==> src/hw/fpb_map.svh <==
// Register map, reset values and timing counts of the frame period bound registers
`ifndef FPB_MAP_SVH
`define FPB_MAP_SVH
`define FPB_ADDR_SLOW_LO   8'h1a
`define FPB_ADDR_SLOW_HI   8'h1b
`define FPB_ADDR_FAST_LO   8'h1c
`define FPB_ADDR_FAST_HI   8'h1d
`define FPB_ADDR_EXP_LO    8'h1e
`define FPB_ADDR_EXP_HI    8'h1f
`define FPB_RST_SLOW_LO    8'hc0
`define FPB_RST_SLOW_HI    8'h5d
`define FPB_RST_FAST_LO    8'ha0
`define FPB_RST_FAST_HI    8'h0f
`define FPB_RST_EXP_LO     8'h20
`define FPB_RST_EXP_HI     8'h4e
`define FPB_SETTLE_FRAMES  2
`define FPB_BYTE_HI        15:8
`define FPB_BYTE_LO        7:0
`endif

==> src/hw/fpb_pkg.sv <==
// Types shared by the frame period bound register files
package fpb_pkg;
  typedef enum logic [2:0] {
    FPB_SLOW_LO, FPB_SLOW_HI, FPB_FAST_LO, FPB_FAST_HI, FPB_EXP_LO, FPB_EXP_HI, FPB_NONE
  } fpb_sel_t;
  typedef enum logic [1:0] {
    FPB_IDLE, FPB_SETTLE
  } fpb_state_t;
endpackage : fpb_pkg

==> src/hw/fpb_regs.sv <==
// Staged frame period and shutter bound registers with activation on the slowest-frame upper write
`timescale 1ns/1ps
`include "fpb_map.svh"
module fpb_regs #(
  parameter int SETTLE_FRAMES = `FPB_SETTLE_FRAMES
) (
  input  wire logic        clk,
  input  wire logic        rst,
  input  wire logic        reg_wr,
  input  wire logic        reg_rd,
  input  wire logic [7:0]  reg_addr,
  input  wire logic [7:0]  reg_wdata,
  output logic      [7:0]  reg_rdata,
  output logic             reg_hit,
  input  wire logic        frame_tick,
  output logic      [15:0] slow_len_bits,
  output logic      [15:0] fast_len_bits,
  output logic      [15:0] exposure_cap_bits,
  output logic             settling
);
  // The settle counter is eight bits wide and needs at least one frame
  if (SETTLE_FRAMES < 1 || SETTLE_FRAMES > 255) begin : g_settle_check
    $error("SETTLE_FRAMES out of range");
  end

  // Active bounds after reset, upper byte first
  localparam logic [15:0] RST_SLOW = {`FPB_RST_SLOW_HI, `FPB_RST_SLOW_LO};
  localparam logic [15:0] RST_FAST = {`FPB_RST_FAST_HI, `FPB_RST_FAST_LO};
  localparam logic [15:0] RST_EXP  = {`FPB_RST_EXP_HI, `FPB_RST_EXP_LO};

  function automatic fpb_pkg::fpb_sel_t decode(input logic [7:0] a);
    case (a)
      `FPB_ADDR_SLOW_LO: decode = fpb_pkg::FPB_SLOW_LO;
      `FPB_ADDR_SLOW_HI: decode = fpb_pkg::FPB_SLOW_HI;
      `FPB_ADDR_FAST_LO: decode = fpb_pkg::FPB_FAST_LO;
      `FPB_ADDR_FAST_HI: decode = fpb_pkg::FPB_FAST_HI;
      `FPB_ADDR_EXP_LO:  decode = fpb_pkg::FPB_EXP_LO;
      `FPB_ADDR_EXP_HI:  decode = fpb_pkg::FPB_EXP_HI;
      default:           decode = fpb_pkg::FPB_NONE;
    endcase
  endfunction : decode

  fpb_pkg::fpb_sel_t   sel;
  fpb_pkg::fpb_state_t state_r;
  fpb_pkg::fpb_state_t state_nxt;
  logic [47:0]         staged;
  logic                act_wr;
  logic [7:0]          frames_r;
  logic [7:0]          frames_nxt;
  logic                mapped;
  logic                mem_wr_en;
  logic [2:0]          mem_wr_idx;
  logic [2:0]          mem_rd_idx;
  logic [15:0]         staged_slow;
  logic [15:0]         staged_fast;
  logic [15:0]         staged_exp;
  logic                frame_last;

  assign sel    = decode(reg_addr);
  // Completion of the slowest pair write is its upper-byte write
  assign act_wr = reg_wr && (sel == fpb_pkg::FPB_SLOW_HI);
  assign mapped      = (sel != fpb_pkg::FPB_NONE);
  assign mem_wr_en   = reg_wr && mapped;
  assign mem_wr_idx  = 3'(sel);
  // An idle read index returns zero, so read data stand only after a read
  assign mem_rd_idx  = reg_rd ? 3'(sel) : 3'(fpb_pkg::FPB_NONE);
  assign staged_slow = staged[15:0];
  assign staged_fast = staged[31:16];
  assign staged_exp  = staged[47:32];
  assign frame_last  = (frames_r + 8'h01) >= 8'(SETTLE_FRAMES);

  fpb_staging_mem u_mem (
    .clk       (clk),
    .rst       (rst),
    .wr_en     (mem_wr_en),
    .wr_idx    (mem_wr_idx),
    .wr_data   (reg_wdata),
    .rd_idx    (mem_rd_idx),
    .rd_data   (reg_rdata),
    .all_bytes (staged)
  );

  // Settling counts whole frames after activation
  always_comb begin
    state_nxt  = state_r;
    frames_nxt = frames_r;
    case (state_r)
      fpb_pkg::FPB_IDLE: begin
        if (act_wr) begin
          state_nxt  = fpb_pkg::FPB_SETTLE;
          frames_nxt = 8'h00;
        end
      end
      fpb_pkg::FPB_SETTLE: begin
        if (frame_tick) begin
          frames_nxt = frames_r + 8'h01;
          if (frame_last) begin
            state_nxt = fpb_pkg::FPB_IDLE;
          end
        end
      end
      default: state_nxt = fpb_pkg::FPB_IDLE;
    endcase
  end

  always_ff @(posedge clk or posedge rst) begin
    if (rst) begin
      state_r  <= fpb_pkg::FPB_IDLE;
      frames_r <= 8'h00;
      settling <= 1'b0;
    end else begin
      state_r  <= state_nxt;
      frames_r <= frames_nxt;
      settling <= (state_nxt == fpb_pkg::FPB_SETTLE);
    end
  end

  // Active bounds update once the staged bytes hold the upper write
  logic apply_r;
  always_ff @(posedge clk or posedge rst) begin
    if (rst) begin
      apply_r           <= 1'b0;
      slow_len_bits     <= RST_SLOW;
      fast_len_bits     <= RST_FAST;
      exposure_cap_bits <= RST_EXP;
    end else begin
      apply_r <= act_wr;
      if (apply_r) begin
        slow_len_bits     <= staged_slow;
        fast_len_bits     <= staged_fast;
        exposure_cap_bits <= staged_exp;
      end
    end
  end

  always_ff @(posedge clk or posedge rst) begin
    if (rst) begin
      reg_hit <= 1'b0;
    end else begin
      reg_hit <= (reg_rd || reg_wr) && mapped;
    end
  end
endmodule : fpb_regs

==> src/hw/fpb_staging_mem.sv <==
// Six-byte staging store for written bound bytes, registered read data
`timescale 1ns/1ps
`include "fpb_map.svh"
module fpb_staging_mem (
  input  wire logic       clk,
  input  wire logic       rst,
  input  wire logic       wr_en,
  input  wire logic [2:0] wr_idx,
  input  wire logic [7:0] wr_data,
  input  wire logic [2:0] rd_idx,
  output logic      [7:0] rd_data,
  output logic     [47:0] all_bytes
);
  logic [7:0] mem_r [6];
  always_ff @(posedge clk or posedge rst) begin
    if (rst) begin
      mem_r[0] <= `FPB_RST_SLOW_LO;
      mem_r[1] <= `FPB_RST_SLOW_HI;
      mem_r[2] <= `FPB_RST_FAST_LO;
      mem_r[3] <= `FPB_RST_FAST_HI;
      mem_r[4] <= `FPB_RST_EXP_LO;
      mem_r[5] <= `FPB_RST_EXP_HI;
      rd_data  <= 8'h00;
    end else begin
      if (wr_en && wr_idx < 3'h6) begin
        mem_r[wr_idx] <= wr_data;
      end
      rd_data <= (rd_idx < 3'h6) ? mem_r[rd_idx] : 8'h00;
    end
  end
  assign all_bytes = {mem_r[5], mem_r[4], mem_r[3], mem_r[2], mem_r[1], mem_r[0]};
endmodule : fpb_staging_mem

==> config.mk <==
export PLATFORM = sky130hd
export DESIGN_NAME = fpb_regs
export DESIGN_NICKNAME = d
export VERILOG_FILES = /design/src/hw/fpb_pkg.sv /design/src/hw/fpb_regs.sv /design/src/hw/fpb_staging_mem.sv
export VERILOG_INCLUDE_DIRS = /design/src /design/src/hw
export SDC_FILE = /design/constraint.sdc
export NUM_CORES = 1
export LEC_CHECK = 0
export ABC_AREA = 1
export BUFFER_PORTS_ARGS = -buffer_cell sky130_fd_sc_hd__buf_2
export CORE_AREA = 4 4 113 115
export CTS_CLUSTER_DIAMETER = 200
export DETAILED_ROUTE_END_ITERATION = 6
export DIE_AREA = 0 0 117 119
export PLACE_DENSITY_LB_ADDON = 0.08
export SLEW_MARGIN = 10
export SYNTH_ARGS = -nofsm -noshare
export SYNTH_HDL_FRONTEND = slang
export SYNTH_SLANG_ARGS = --single-unit
==> constraint.sdc <==
create_clock -name clk -period 4.55 [get_ports clk]
set_input_delay 0.91 -clock clk [delete_from_list [all_inputs] [get_ports clk]]
set_output_delay 0.91 -clock clk [all_outputs]
set_load 0.01 [all_outputs]
Word-level counts from Yosys, hierarchy flattened

Cells that the tools add are included.

Flip-flop bits (word level): 117
Bits in latches: 0
RAM bits: 0
Bits in read-only memories: 0
Input bits: 21
Output and inout bits: 58
Logic and storage cells: 61
Memories kept: 0

Add/subtract/negate cells: 1
Multipliers: 0
Div/mod/pow operators: 0
$lt $le $gt $ge: 6
Equal/unequal tests: 12
Shift-type cells: 0
Mux-type cells: 16
Bitwise logic cells: 2
Reduce and logical (&&, ||, !) cells: 9

Operator list:

| operator                                                          | number |
|---|---|
| bitwise mux 48 bit                                                | 1 |
| equality test 8 x 5 -> 1 bit, second input constant               | 6 |
| two-way mux 8 bit                                                 | 6 |
| binary-select mux 8 bit (select 3 bit)                            | 1 |
| demux 8 bit (select 3 bit)                                        | 1 |
| case mux 3 bit (6 select lines)                                   | 1 |
| case mux 8 bit (2 select lines)                                   | 1 |
| adder 8 x 1 -> 8 bit, second input constant                       | 1 |
| greater-or-equal comparator 4 bit, second input constant          | 2 |
| greater-or-equal comparator 8 x 2 -> 1 bit, second input constant | 1 |
| NOT 3 -> 4 bit                                                    | 2 |
| less-than comparator 3 bit, second input constant                 | 2 |
| two-way mux 2 bit                                                 | 3 |
| logical AND 1 bit                                                 | 5 |
| equality test 2 x 1 -> 1 bit, second input constant               | 2 |
| less-than comparator 4 x 1 -> 1 bit, second input constant        | 1 |
| != test 2 bit, second input constant                              | 2 |
| case mux 2 bit (2 select lines)                                   | 1 |
| equality test 3 x 1 -> 1 bit, second input constant               | 1 |
| two-way mux 3 bit                                                 | 1 |
| != test 3 bit, second input constant                              | 1 |
| AND reduction 3 bit                                               | 1 |
| logical NOT 2 bit                                                 | 1 |
| nonzero test 2 bit                                                | 1 |
| logical OR 1 bit                                                  | 1 |

Logic depth before layout (Yosys ltp)

Gate-level depths: netlist of run 1.

Depth after elaboration: 8
Mapped depth: 10
Mapped depth without buffers: 10

Modules after synthesis

A second synthesis of run 1 with hierarchy kept.

Cells, all modules: 557
Area, all modules: 5318.9 µm²

By module, submodules not included:

| module          | instances | cells an instance | area each (µm²) | seq. area each (µm²) |
|---|---|---|---|---|
| fpb_staging_mem | 1         | 329               | 2668.8          | 1423.9 |
| fpb_regs        | 1         | 228               | 2650.0          | 1549.0 |

Worst setup path before layout of run 1

Ideal clock, no wire load.

Path type: input-to-reg
Start point: input port reg_addr[6]
End point: register u_mem.mem_r, in the netlist u_mem.all_bytes[40]
Library setup time: 122 ps
Arrival time: 1958 ps
Required time: 4428 ps
Slack: 2471 ps
Stages: 9
Path buffers: 1
Path through: inv_1 > nand2_1 > nor2_8 > nand2_4 > nor2_8 > nand4_4 > buf_6 > nand2_2 > o21ai_2

Cells in the longest elaborated chain, start to end: 8
Elaborated cells between the ends (all ways): 18
Classes of those cells: 3 x order compare; 7 x eq/ne; 4 x mux; 1 x bitwise; 3 x reduce/logical

Ends and longest elaborated chain:

| item                                                                                                                  | line                  | text |
|---|---|---|
| start: declaration                                                                                                    | fpb_regs.sv:11        | `input wire logic [7:0] reg_addr,` |
| equality test 8 x 5 -> 1 bit                                                                                          | fpb_regs.sv:32        | `case (a)` |
| case mux 3 bit (6 select lines) *                                                                                     | fpb_regs.sv:32        |  |
| NOT 3 -> 4 bit (not written as such)                                                                                  | fpb_staging_mem.sv:26 | `mem_r[wr_idx] <= wr_data;` |
| greater-or-equal comparator 4 bit (not written as such) / less-than comparator 4 x 1 -> 1 bit (equally long branches) | fpb_staging_mem.sv:26 |  |
| logical AND 1 bit (not written as such)                                                                               | fpb_staging_mem.sv:26 |  |
| two-way mux 8 bit (not written as such)                                                                               | fpb_staging_mem.sv:26 |  |
| demux 8 bit (select 3 bit)                                                                                            | fpb_staging_mem.sv:26 |  |
| bitwise mux 48 bit                                                                                                    | fpb_staging_mem.sv:26 |  |
| end signal: indexed assignment                                                                                        | fpb_staging_mem.sv:26 |  |
| end: declaration                                                                                                      | fpb_staging_mem.sv:14 | `logic [7:0] mem_r [6];` |

Mark *: on every way between the ends. The rest lies on a longest branch, timed or not.
A chain may end at the register's enable or synchronous reset.

Worst setup path after layout of run 1

Start point: input port reg_addr[0]
End point: register frames_r[2]

Cells in the longest elaborated chain, start to end: 6
Elaborated cells between the ends (all ways): 11
Classes of those cells: 8 x eq/ne; 1 x mux; 2 x reduce/logical

Ends and longest elaborated chain:

| item                                   | line            | text |
|---|---|---|
| equality test 8 x 5 -> 1 bit           | fpb_regs.sv:32  |  |
| case mux 3 bit (6 select lines) *      | fpb_regs.sv:32  |  |
| equality test 3 x 1 -> 1 bit *         | fpb_regs.sv:61  | `assign act_wr = reg_wr && (sel == fpb_pkg::FPB_SLOW_HI);` |
| logical AND 1 bit *                    | fpb_regs.sv:61  |  |
| != test 2 bit (no source line) *       | -               |  |
| AND reduction 3 bit (no source line) * | -               |  |
| end signal: assignment                 | fpb_regs.sv:113 | `frames_r <= frames_nxt;` |
| end: declaration                       | fpb_regs.sv:48  | `logic [7:0] frames_r;` |

Marked as above.

==> flow_summary.json, run 1 <==
{
  "status": "finished clean",
  "regArea_um2": 2970,
  "gp_congestion": 0.769,
  "synthTopCellsByArea": "dfrtp_1 (39%), dfstp_2 (18%), nand2_1 (8.4%)",
  "clkLatencyLatePin_ns": 0.41,
  "synth_edf_count": 0,
  "yosysTopAreaCell": "dfrtp_1",
  "finalHoldViolCount": 0,
  "intPower_mw": 1.94,
  "p_leak_nw": 3.19,
  "yosysMostFrequentCell": "nand2_1",
  "wire_per_inst_um": 15.7,
  "clk_pin_slew_worst_paths_ns": 0.05,
  "antenna_left": 0,
  "cp.required_ns": 4.83,
  "hold_class": "reg -> reg",
  "max_stage_delay_ns": 0.41,
  "hold_ws_ns": 0.477,
  "yosys.area_share.xor_xnor": 0.00501,
  "hpwl_um": 8460,
  "synth_top_area_share": 0.386,
  "yosys_register_bits": 117,
  "multi_input_area_um2": 2000,
  "worst_pin_slew_ns": 0.722,
  "worst-path-stages": 8,
  "die_w_um": 117,
  "fin_nets": 628,
  "cts.path.max_buffers": 2,
  "rsz0062_at_grt": "no",
  "vdd_drop_max_mv": 0.187,
  "drc": 0,
  "post-route-cell-area_um2": 6300,
  "worst_path_max_delay_cell": "buf_2",
  "grt_pass1_vias": 3705,
  "p_per_area_nw_per_um2": 396,
  "clkPwrFrac": 0.510,
  "synth.area.mux_share": 0.0837,
  "synth_async_sr_flop_share": 1.00,
  "cp.buffers_inverters": 1,
  "via_per_inst": 4.99,
  "critPathLaunchType": "input port",
  "core_um2": 11800,
  "period_share": 0.507,
  "synth_area_um2": 5250,
  "cp.arrival_ns": 2.59,
  "critPathMaxFanout": 25,
  "initial_core_util": 0.444,
  "synth_compound_area_frac": 0.0892,
  "vias": 3812,
  "slew_headroom": 0.518,
  "cts_resized": 0,
  "ys_seq_area_frac": 0.567,
  "cts_root_buffer": "clkbuf_16",
  "yosys.area_share.simple": 0.198,
  "crit_top_cell": "nand2_1",
  "die_area_um2": 13900,
  "portBuffers": 78,
  "gr-total-overflow": 0,
  "synth_nets": 545,
  "critical_path.endpoint_type": "flop",
  "fmax_ghz": 0.433,
  "die_h_um": 119,
  "setup_ws_ns": 2.24,
  "ys_warn_count": 0,
  "ctsHtreeMaxLevel": 4,
  "fillers": 1086,
  "comb_power_share": 0.051,
  "drv_slew": 0,
  "grt_usage": 0.183,
  "area_growth_pct": 20.0,
  "maxCapViolations": 0,
  "dpl_worst_slack_ns": 1.82,
  "p_sw_frac": 0.222,
  "clock_sinks": 117,
  "path_class": "in -> reg",
  "routed_wirelength_um": 12000,
  "synth_top_family_by_area": "simple AND/OR/NAND/NOR gates",
  "drive_gt1_frac": 0.368,
  "ioPinCount": 79,
  "grt_max_degree": 60,
  "switchingPower_mw": 0.555,
  "diodes": 0,
  "setup_viol": 0,
  "p_seq_frac": 0.439,
  "synth.distinct_cells": 33,
  "grt_antenna_before_repair": 0,
  "dr.pass1.iters": 5,
  "grt_pass1_wl_um": 19400,
  "syn_inst": 522,
  "fin_tns_setup_ns": 0,
  "whs_path_depth": 2,
  "avgSynthCellArea_um2": 10.0,
  "hold_buffers": 0,
  "place_area_um2": 5730,
  "p_total_mw": 2.50,
  "cts_buffers": 17,
  "r2r_cells": 2,
  "crit_family": "simple AND/OR/NAND/NOR gates",
  "cts_setup_buffers": 0,
  "crit_chain": "buf_2 -> nand2_1 -> nor3_1 -> nand3_1 -> nand2_1 -> o211ai_2 -> nand2_1 -> o21ai_0",
  "synthAdderAreaFrac": 0.00477,
  "synth.top_cells.by_count": "nand2_1 (118), dfrtp_1 (81), nor2_1 (58)",
  "drt_iter0_drc": 199,
  "ys.flop_type": "dfrtp_1",
  "period_needed_ns": 2.31,
  "finalClockSkew_ns": 0.00748,
  "rows": 40,
  "cts_tree": "yes"
}
-- per-stage QoR --
step	util	std cells
after floorplan	-	522
after global placement	0.485	733
after detailed placement	0.485	733
after CTS	0.533	764
after global routing	0.533	764
final	0.533	764
-- power by group through the flow --
| stage | combinational, mW | sequential, mW | clock, mW |
|---|---|---|---|
| 2_1_floorplan | 0.0734 | 1.11 | 0 |
| 3_3_place_gp | 0.128 | 1.11 | 0 |
| 3_5_place_dp | 0.130 | 1.11 | 0 |
| 4_1_cts | 0.131 | 1.10 | 1.29 |
| 5_1_grt | 0.146 | 1.10 | 1.34 |
| 6_report | 0.127 | 1.10 | 1.27 |
-- placed cells by master, fill, tap and decap left out --
master / instances
o211ai_2: 1
nor2_1: 58
nand4_4: 2
o21ai_1: 25
clkinv_2: 5
o21ai_2: 16
dfrtp_1: 80
inv_1: 36
mux2_2: 39
buf_4: 3
nand3b_1: 1
clkbuf_1: 2
xnor2_1: 2
clkinvlp_4: 3
dfstp_2: 36
nor2_2: 4
nand2_4: 1
nand2_2: 5
nor2_8: 2
and2_1: 1
inv_2: 3
nand4_1: 1
clkbuf_8: 2
ha_1: 2
inv_4: 1
nand3_4: 4
nor3_1: 2
nand3_1: 21
a21oi_1: 20
dfrtp_2: 1
xor2_1: 1
conb_1: 1
nor2_4: 2
bufinv_16: 2
nand2_1: 118
clkbuf_16: 17
buf_2: 78
clkinv_1: 1
o21ai_0: 18
-- state kept, by name, summed over array words and instances, names as in the netlist --
register	cells
exposure_cap_bits	16
u_mem.rd_data	8
slow_len_bits	16
state_r	2
reg_hit	1
u_mem.all_bytes	48
apply_r	1
fast_len_bits	16
settling	1
frames_r	8
-- cell type report --
type | instances | area share
clock inverters | 10 | 0.0171
well taps | 147 | 0.0292
inverters | 41 | 0.0248
repair buffers | 81 | 0.0656
flip-flops and latches | 117 | 0.472
multi-input cells | 347 | 0.318
clock buffers | 21 | 0.0731
-- worst paths after layout --
path,start,end,slack [ns]
hold reg to reg,u_mem.all_bytes[7]$_DFFE_PP1P_,u_mem.all_bytes[7]$_DFFE_PP1P_,0.48
hold / removal,u_mem.all_bytes[7]$_DFFE_PP1P_,u_mem.all_bytes[7]$_DFFE_PP1P_,0.48
max in group asynchronous,rst,exposure_cap_bits[11]$_DFFE_PP1P_,2.99
setup / recovery,reg_addr[0],frames_r[2]$_DFFE_PP0P_,2.24
min in group asynchronous,rst,fast_len_bits[2]$_DFFE_PP0P_,0.63
setup reg to reg,apply_r$_DFF_PP0_,exposure_cap_bits[1]$_DFFE_PP0P_,2.88
-- worst min-delay path, stage by stage (launching register included) --
cell and delay, ns:
dfstp_2 0.36, nand2_1 0.05, o21ai_1 0.06
-- kinds of logic (layout without fill, tap and decap cells) --
kind of cell | after synthesis | in the layout
compound gates | 80 | 80
xor+xnor | 3 | 3
fa+ha+maj | 2 | 2
buf+inv | 58 | 153
flops | 117 | 117
mux | 39 | 39
other cells | 1 | 1
simple gates | 222 | 222
-- routing by layer --
layer | wire, um | GRT usage | vias to the layer above
met5 | 0 | 0 | -
met4 | 68 | 0.0459 | 0
met3 | 564 | 0.0498 | 6
met2 | 5590 | 0.275 | 97
met1 | 5750 | 0.262 | 1850
li1 | - | - | 1859
No activity file was read; power rests on OpenSTA's default activity.
==> run 2, diff against run 1 <==
- ABC_AREA: 1 -> 0
- CORE_AREA: 4 4 113 115 -> 4 4 112 114
- DIE_AREA: 0 0 117 119 -> 0 0 116 118
- clock period: 4.55 -> 2.2 ns (I/O delays scaled with it)
==> flow_summary.json, run 2 <==
{
  "final_cell_mix": "mux2_2 (88), dfrtp_1 (80), buf_2 (78), dfstp_2 (36), nand2_1 (30)",
  "clk_pin_slew_worst_paths_ns": 0.06,
  "synth_async_sr_flop_share": 1.00,
  "fillers": 979,
  "p_per_area_nw_per_um2": 851,
  "final_common_cell": "mux2_2",
  "cp.arrival_ns": 2.02,
  "ctsHtreeMaxLevel": 4,
  "slew_headroom": 0.626,
  "yosys_register_bits": 117,
  "rsz0062_at_grt": "no",
  "period_share": 0.789,
  "fmax_ghz": 0.576,
  "grt_pass1_wl_um": 18900,
  "largest_register_ffs": 48,
  "ys.flop_type": "dfrtp_1",
  "gr-total-overflow": 0,
  "antenna_left": 0,
  "grt_max_degree": 42,
  "yosysMostFrequentCell": "mux2_2",
  "synth_area_um2": 5100,
  "portBuffers": 78,
  "cts_resized": 0,
  "maxCapViolations": 0,
  "initial_core_util": 0.447,
  "critical_path.endpoint_type": "flop",
  "finalHoldViolCount": 0,
  "clkLatencyLatePin_ns": 0.41,
  "routed_wirelength_um": 11600,
  "grt_antenna_before_repair": 0,
  "cts_setup_buffers": 0,
  "cts_buffers": 17,
  "ys_seq_area_frac": 0.583,
  "core_um2": 11400,
  "ioPinCount": 79,
  "worst_pin_slew_ns": 0.560,
  "vias": 3378,
  "drive_gt1_frac": 0.538,
  "hold_buffers": 0,
  "die_area_um2": 13700,
  "drv_slew": 0,
  "vdd_drop_max_mv": 0.648,
  "gp_congestion": 0.829,
  "cp.required_ns": 2.49,
  "grt_usage": 0.181,
  "cts_root_buffer": "clkbuf_16",
  "synth.top_cells.by_count": "mux2_2 (88), dfrtp_1 (81), dfstp_2 (36)",
  "wire_per_inst_um": 18.5,
  "drc": 0,
  "grt_pass1_vias": 3424,
  "synth_edf_count": 0,
  "avgSynthCellArea_um2": 13.5,
  "status": "finished clean",
  "cts_tree": "yes",
  "synthTopCellsByArea": "dfrtp_1 (40%), mux2_2 (19%), dfstp_2 (19%)",
  "syn_inst": 379,
  "synth_top_area_share": 0.397,
  "diodes": 0,
  "drt_iter0_drc": 147,
  "yosysTopAreaCell": "dfrtp_1",
  "p_total_mw": 5.38,
  "area_growth_pct": 24.0,
  "via_per_inst": 5.40,
  "ys_warn_count": 0,
  "hold_class": "in -> async",
  "path_class": "in -> reg",
  "synth_nets": 402,
  "critPathLaunchType": "input port",
  "period_needed_ns": 1.74,
  "hpwl_um": 8200,
  "fin_nets": 493,
  "dr.pass1.iters": 4,
  "finalClockSkew_ns": 0.00646,
  "fin_tns_setup_ns": 0,
  "cts.path.max_buffers": 2,
  "synth.distinct_cells": 50,
  "p_leak_nw": 3.10,
  "setup_ws_ns": 0.465,
  "setup_viol": 0,
  "dpl_worst_slack_ns": 0.0578,
  "clock_sinks": 117,
  "rows": 39,
  "critPathMaxFanout": 8,
  "die_w_um": 116,
  "die_h_um": 118
}
## run 2: changes by cell type after synthesis, sizes merged, moves of 15 or more
cell,before,now
nor2,66,7
inv,40,5
a21oi,20,5
o21ai,59,4
mux2,39,90
nand3,25,6
nand2,124,30
## run 2: cell families (layout without fill, tap and decap cells)
kind of cell,after synthesis,in the layout,share of synthesized area
compound gates,53,53,0.0805
xor+xnor,4,4,0.00687
fa+ha+maj,2,2,0.00491
buf+inv,27,131,0.0260
flops,117,117,0.583
mux,100,100,0.218
other cells,1,1,0.000735
simple gates,75,75,0.0797
## run 2: metrics by stage
step / utilization / cells / cell area [um2] / hold slack (ns)
final: 0.554 / 626 / 6320 / 0.0739
after global placement: 0.500 / 594 / 5710 / 0.452
after CTS: 0.554 / 626 / 6320 / 0.0780
after floorplan: - / 379 / 5100 / 0.440
after detailed placement: 0.500 / 594 / 5710 / 0.460
after global routing: 0.554 / 626 / 6320 / 0.109
## run 2: worst paths after layout
| check | cells after the start | to | slack [ns] | start |
|---|---|---|---|---|
| max in group asynchronous | 3 | slow_len_bits[14]$_DFFE_PP1P_ | 1.42 | rst |
| setup / recovery | 5 | u_mem.all_bytes[40]$_DFFE_PP0P_ | 0.46 | reg_addr[5] |
| min in group clk | 3 | u_mem.all_bytes[12]$_DFFE_PP1P_ | 0.28 | reg_wdata[4] |
| setup reg to reg | 5 | frames_r[6]$_DFFE_PP0P_ | 0.60 | frames_r[0]$_DFFE_PP0P_ |
| hold reg to reg | 2 | u_mem.all_bytes[12]$_DFFE_PP1P_ | 0.47 | u_mem.all_bytes[12]$_DFFE_PP1P_ |
| hold / removal | 2 | reg_hit$_DFF_PP0_ | 0.07 | rst |
## run 2: layer usage
metal	part of all wire	track usage	vias to the layer above
li1	-	-	1580
met1	0.48	0.255	1700
met2	0.47	0.266	86
met3	0.043	0.0545	12
met4	0.0092	0.0595	0
met5	0	0	-
## run 2: final cells by class
type	count	area (um2)	area share
flip-flops and latches	117	2970	0.470
multi-input cells	235	1990	0.315
repair buffers	94	536	0.0847
clock buffers	20	467	0.0738
well taps	143	179	0.0283
clock inverters	12	153	0.0241
inverters	5	22.5	0.00356
## run 2: power by group
part,switching (mW),total (mW),internal [mW],leakage [nW]
combinational,0.150,0.255,0.106,1.32
clock,0.980,2.84,1.86,0.294
sequential,0.0553,2.28,2.23,1.49
## run 2: worst max-delay path: stages
cell and delay [ns]:
buf_2 0.11, nor3_1 0.24, nand3_1 0.26, or3_1 0.60
mux2_1 0.39
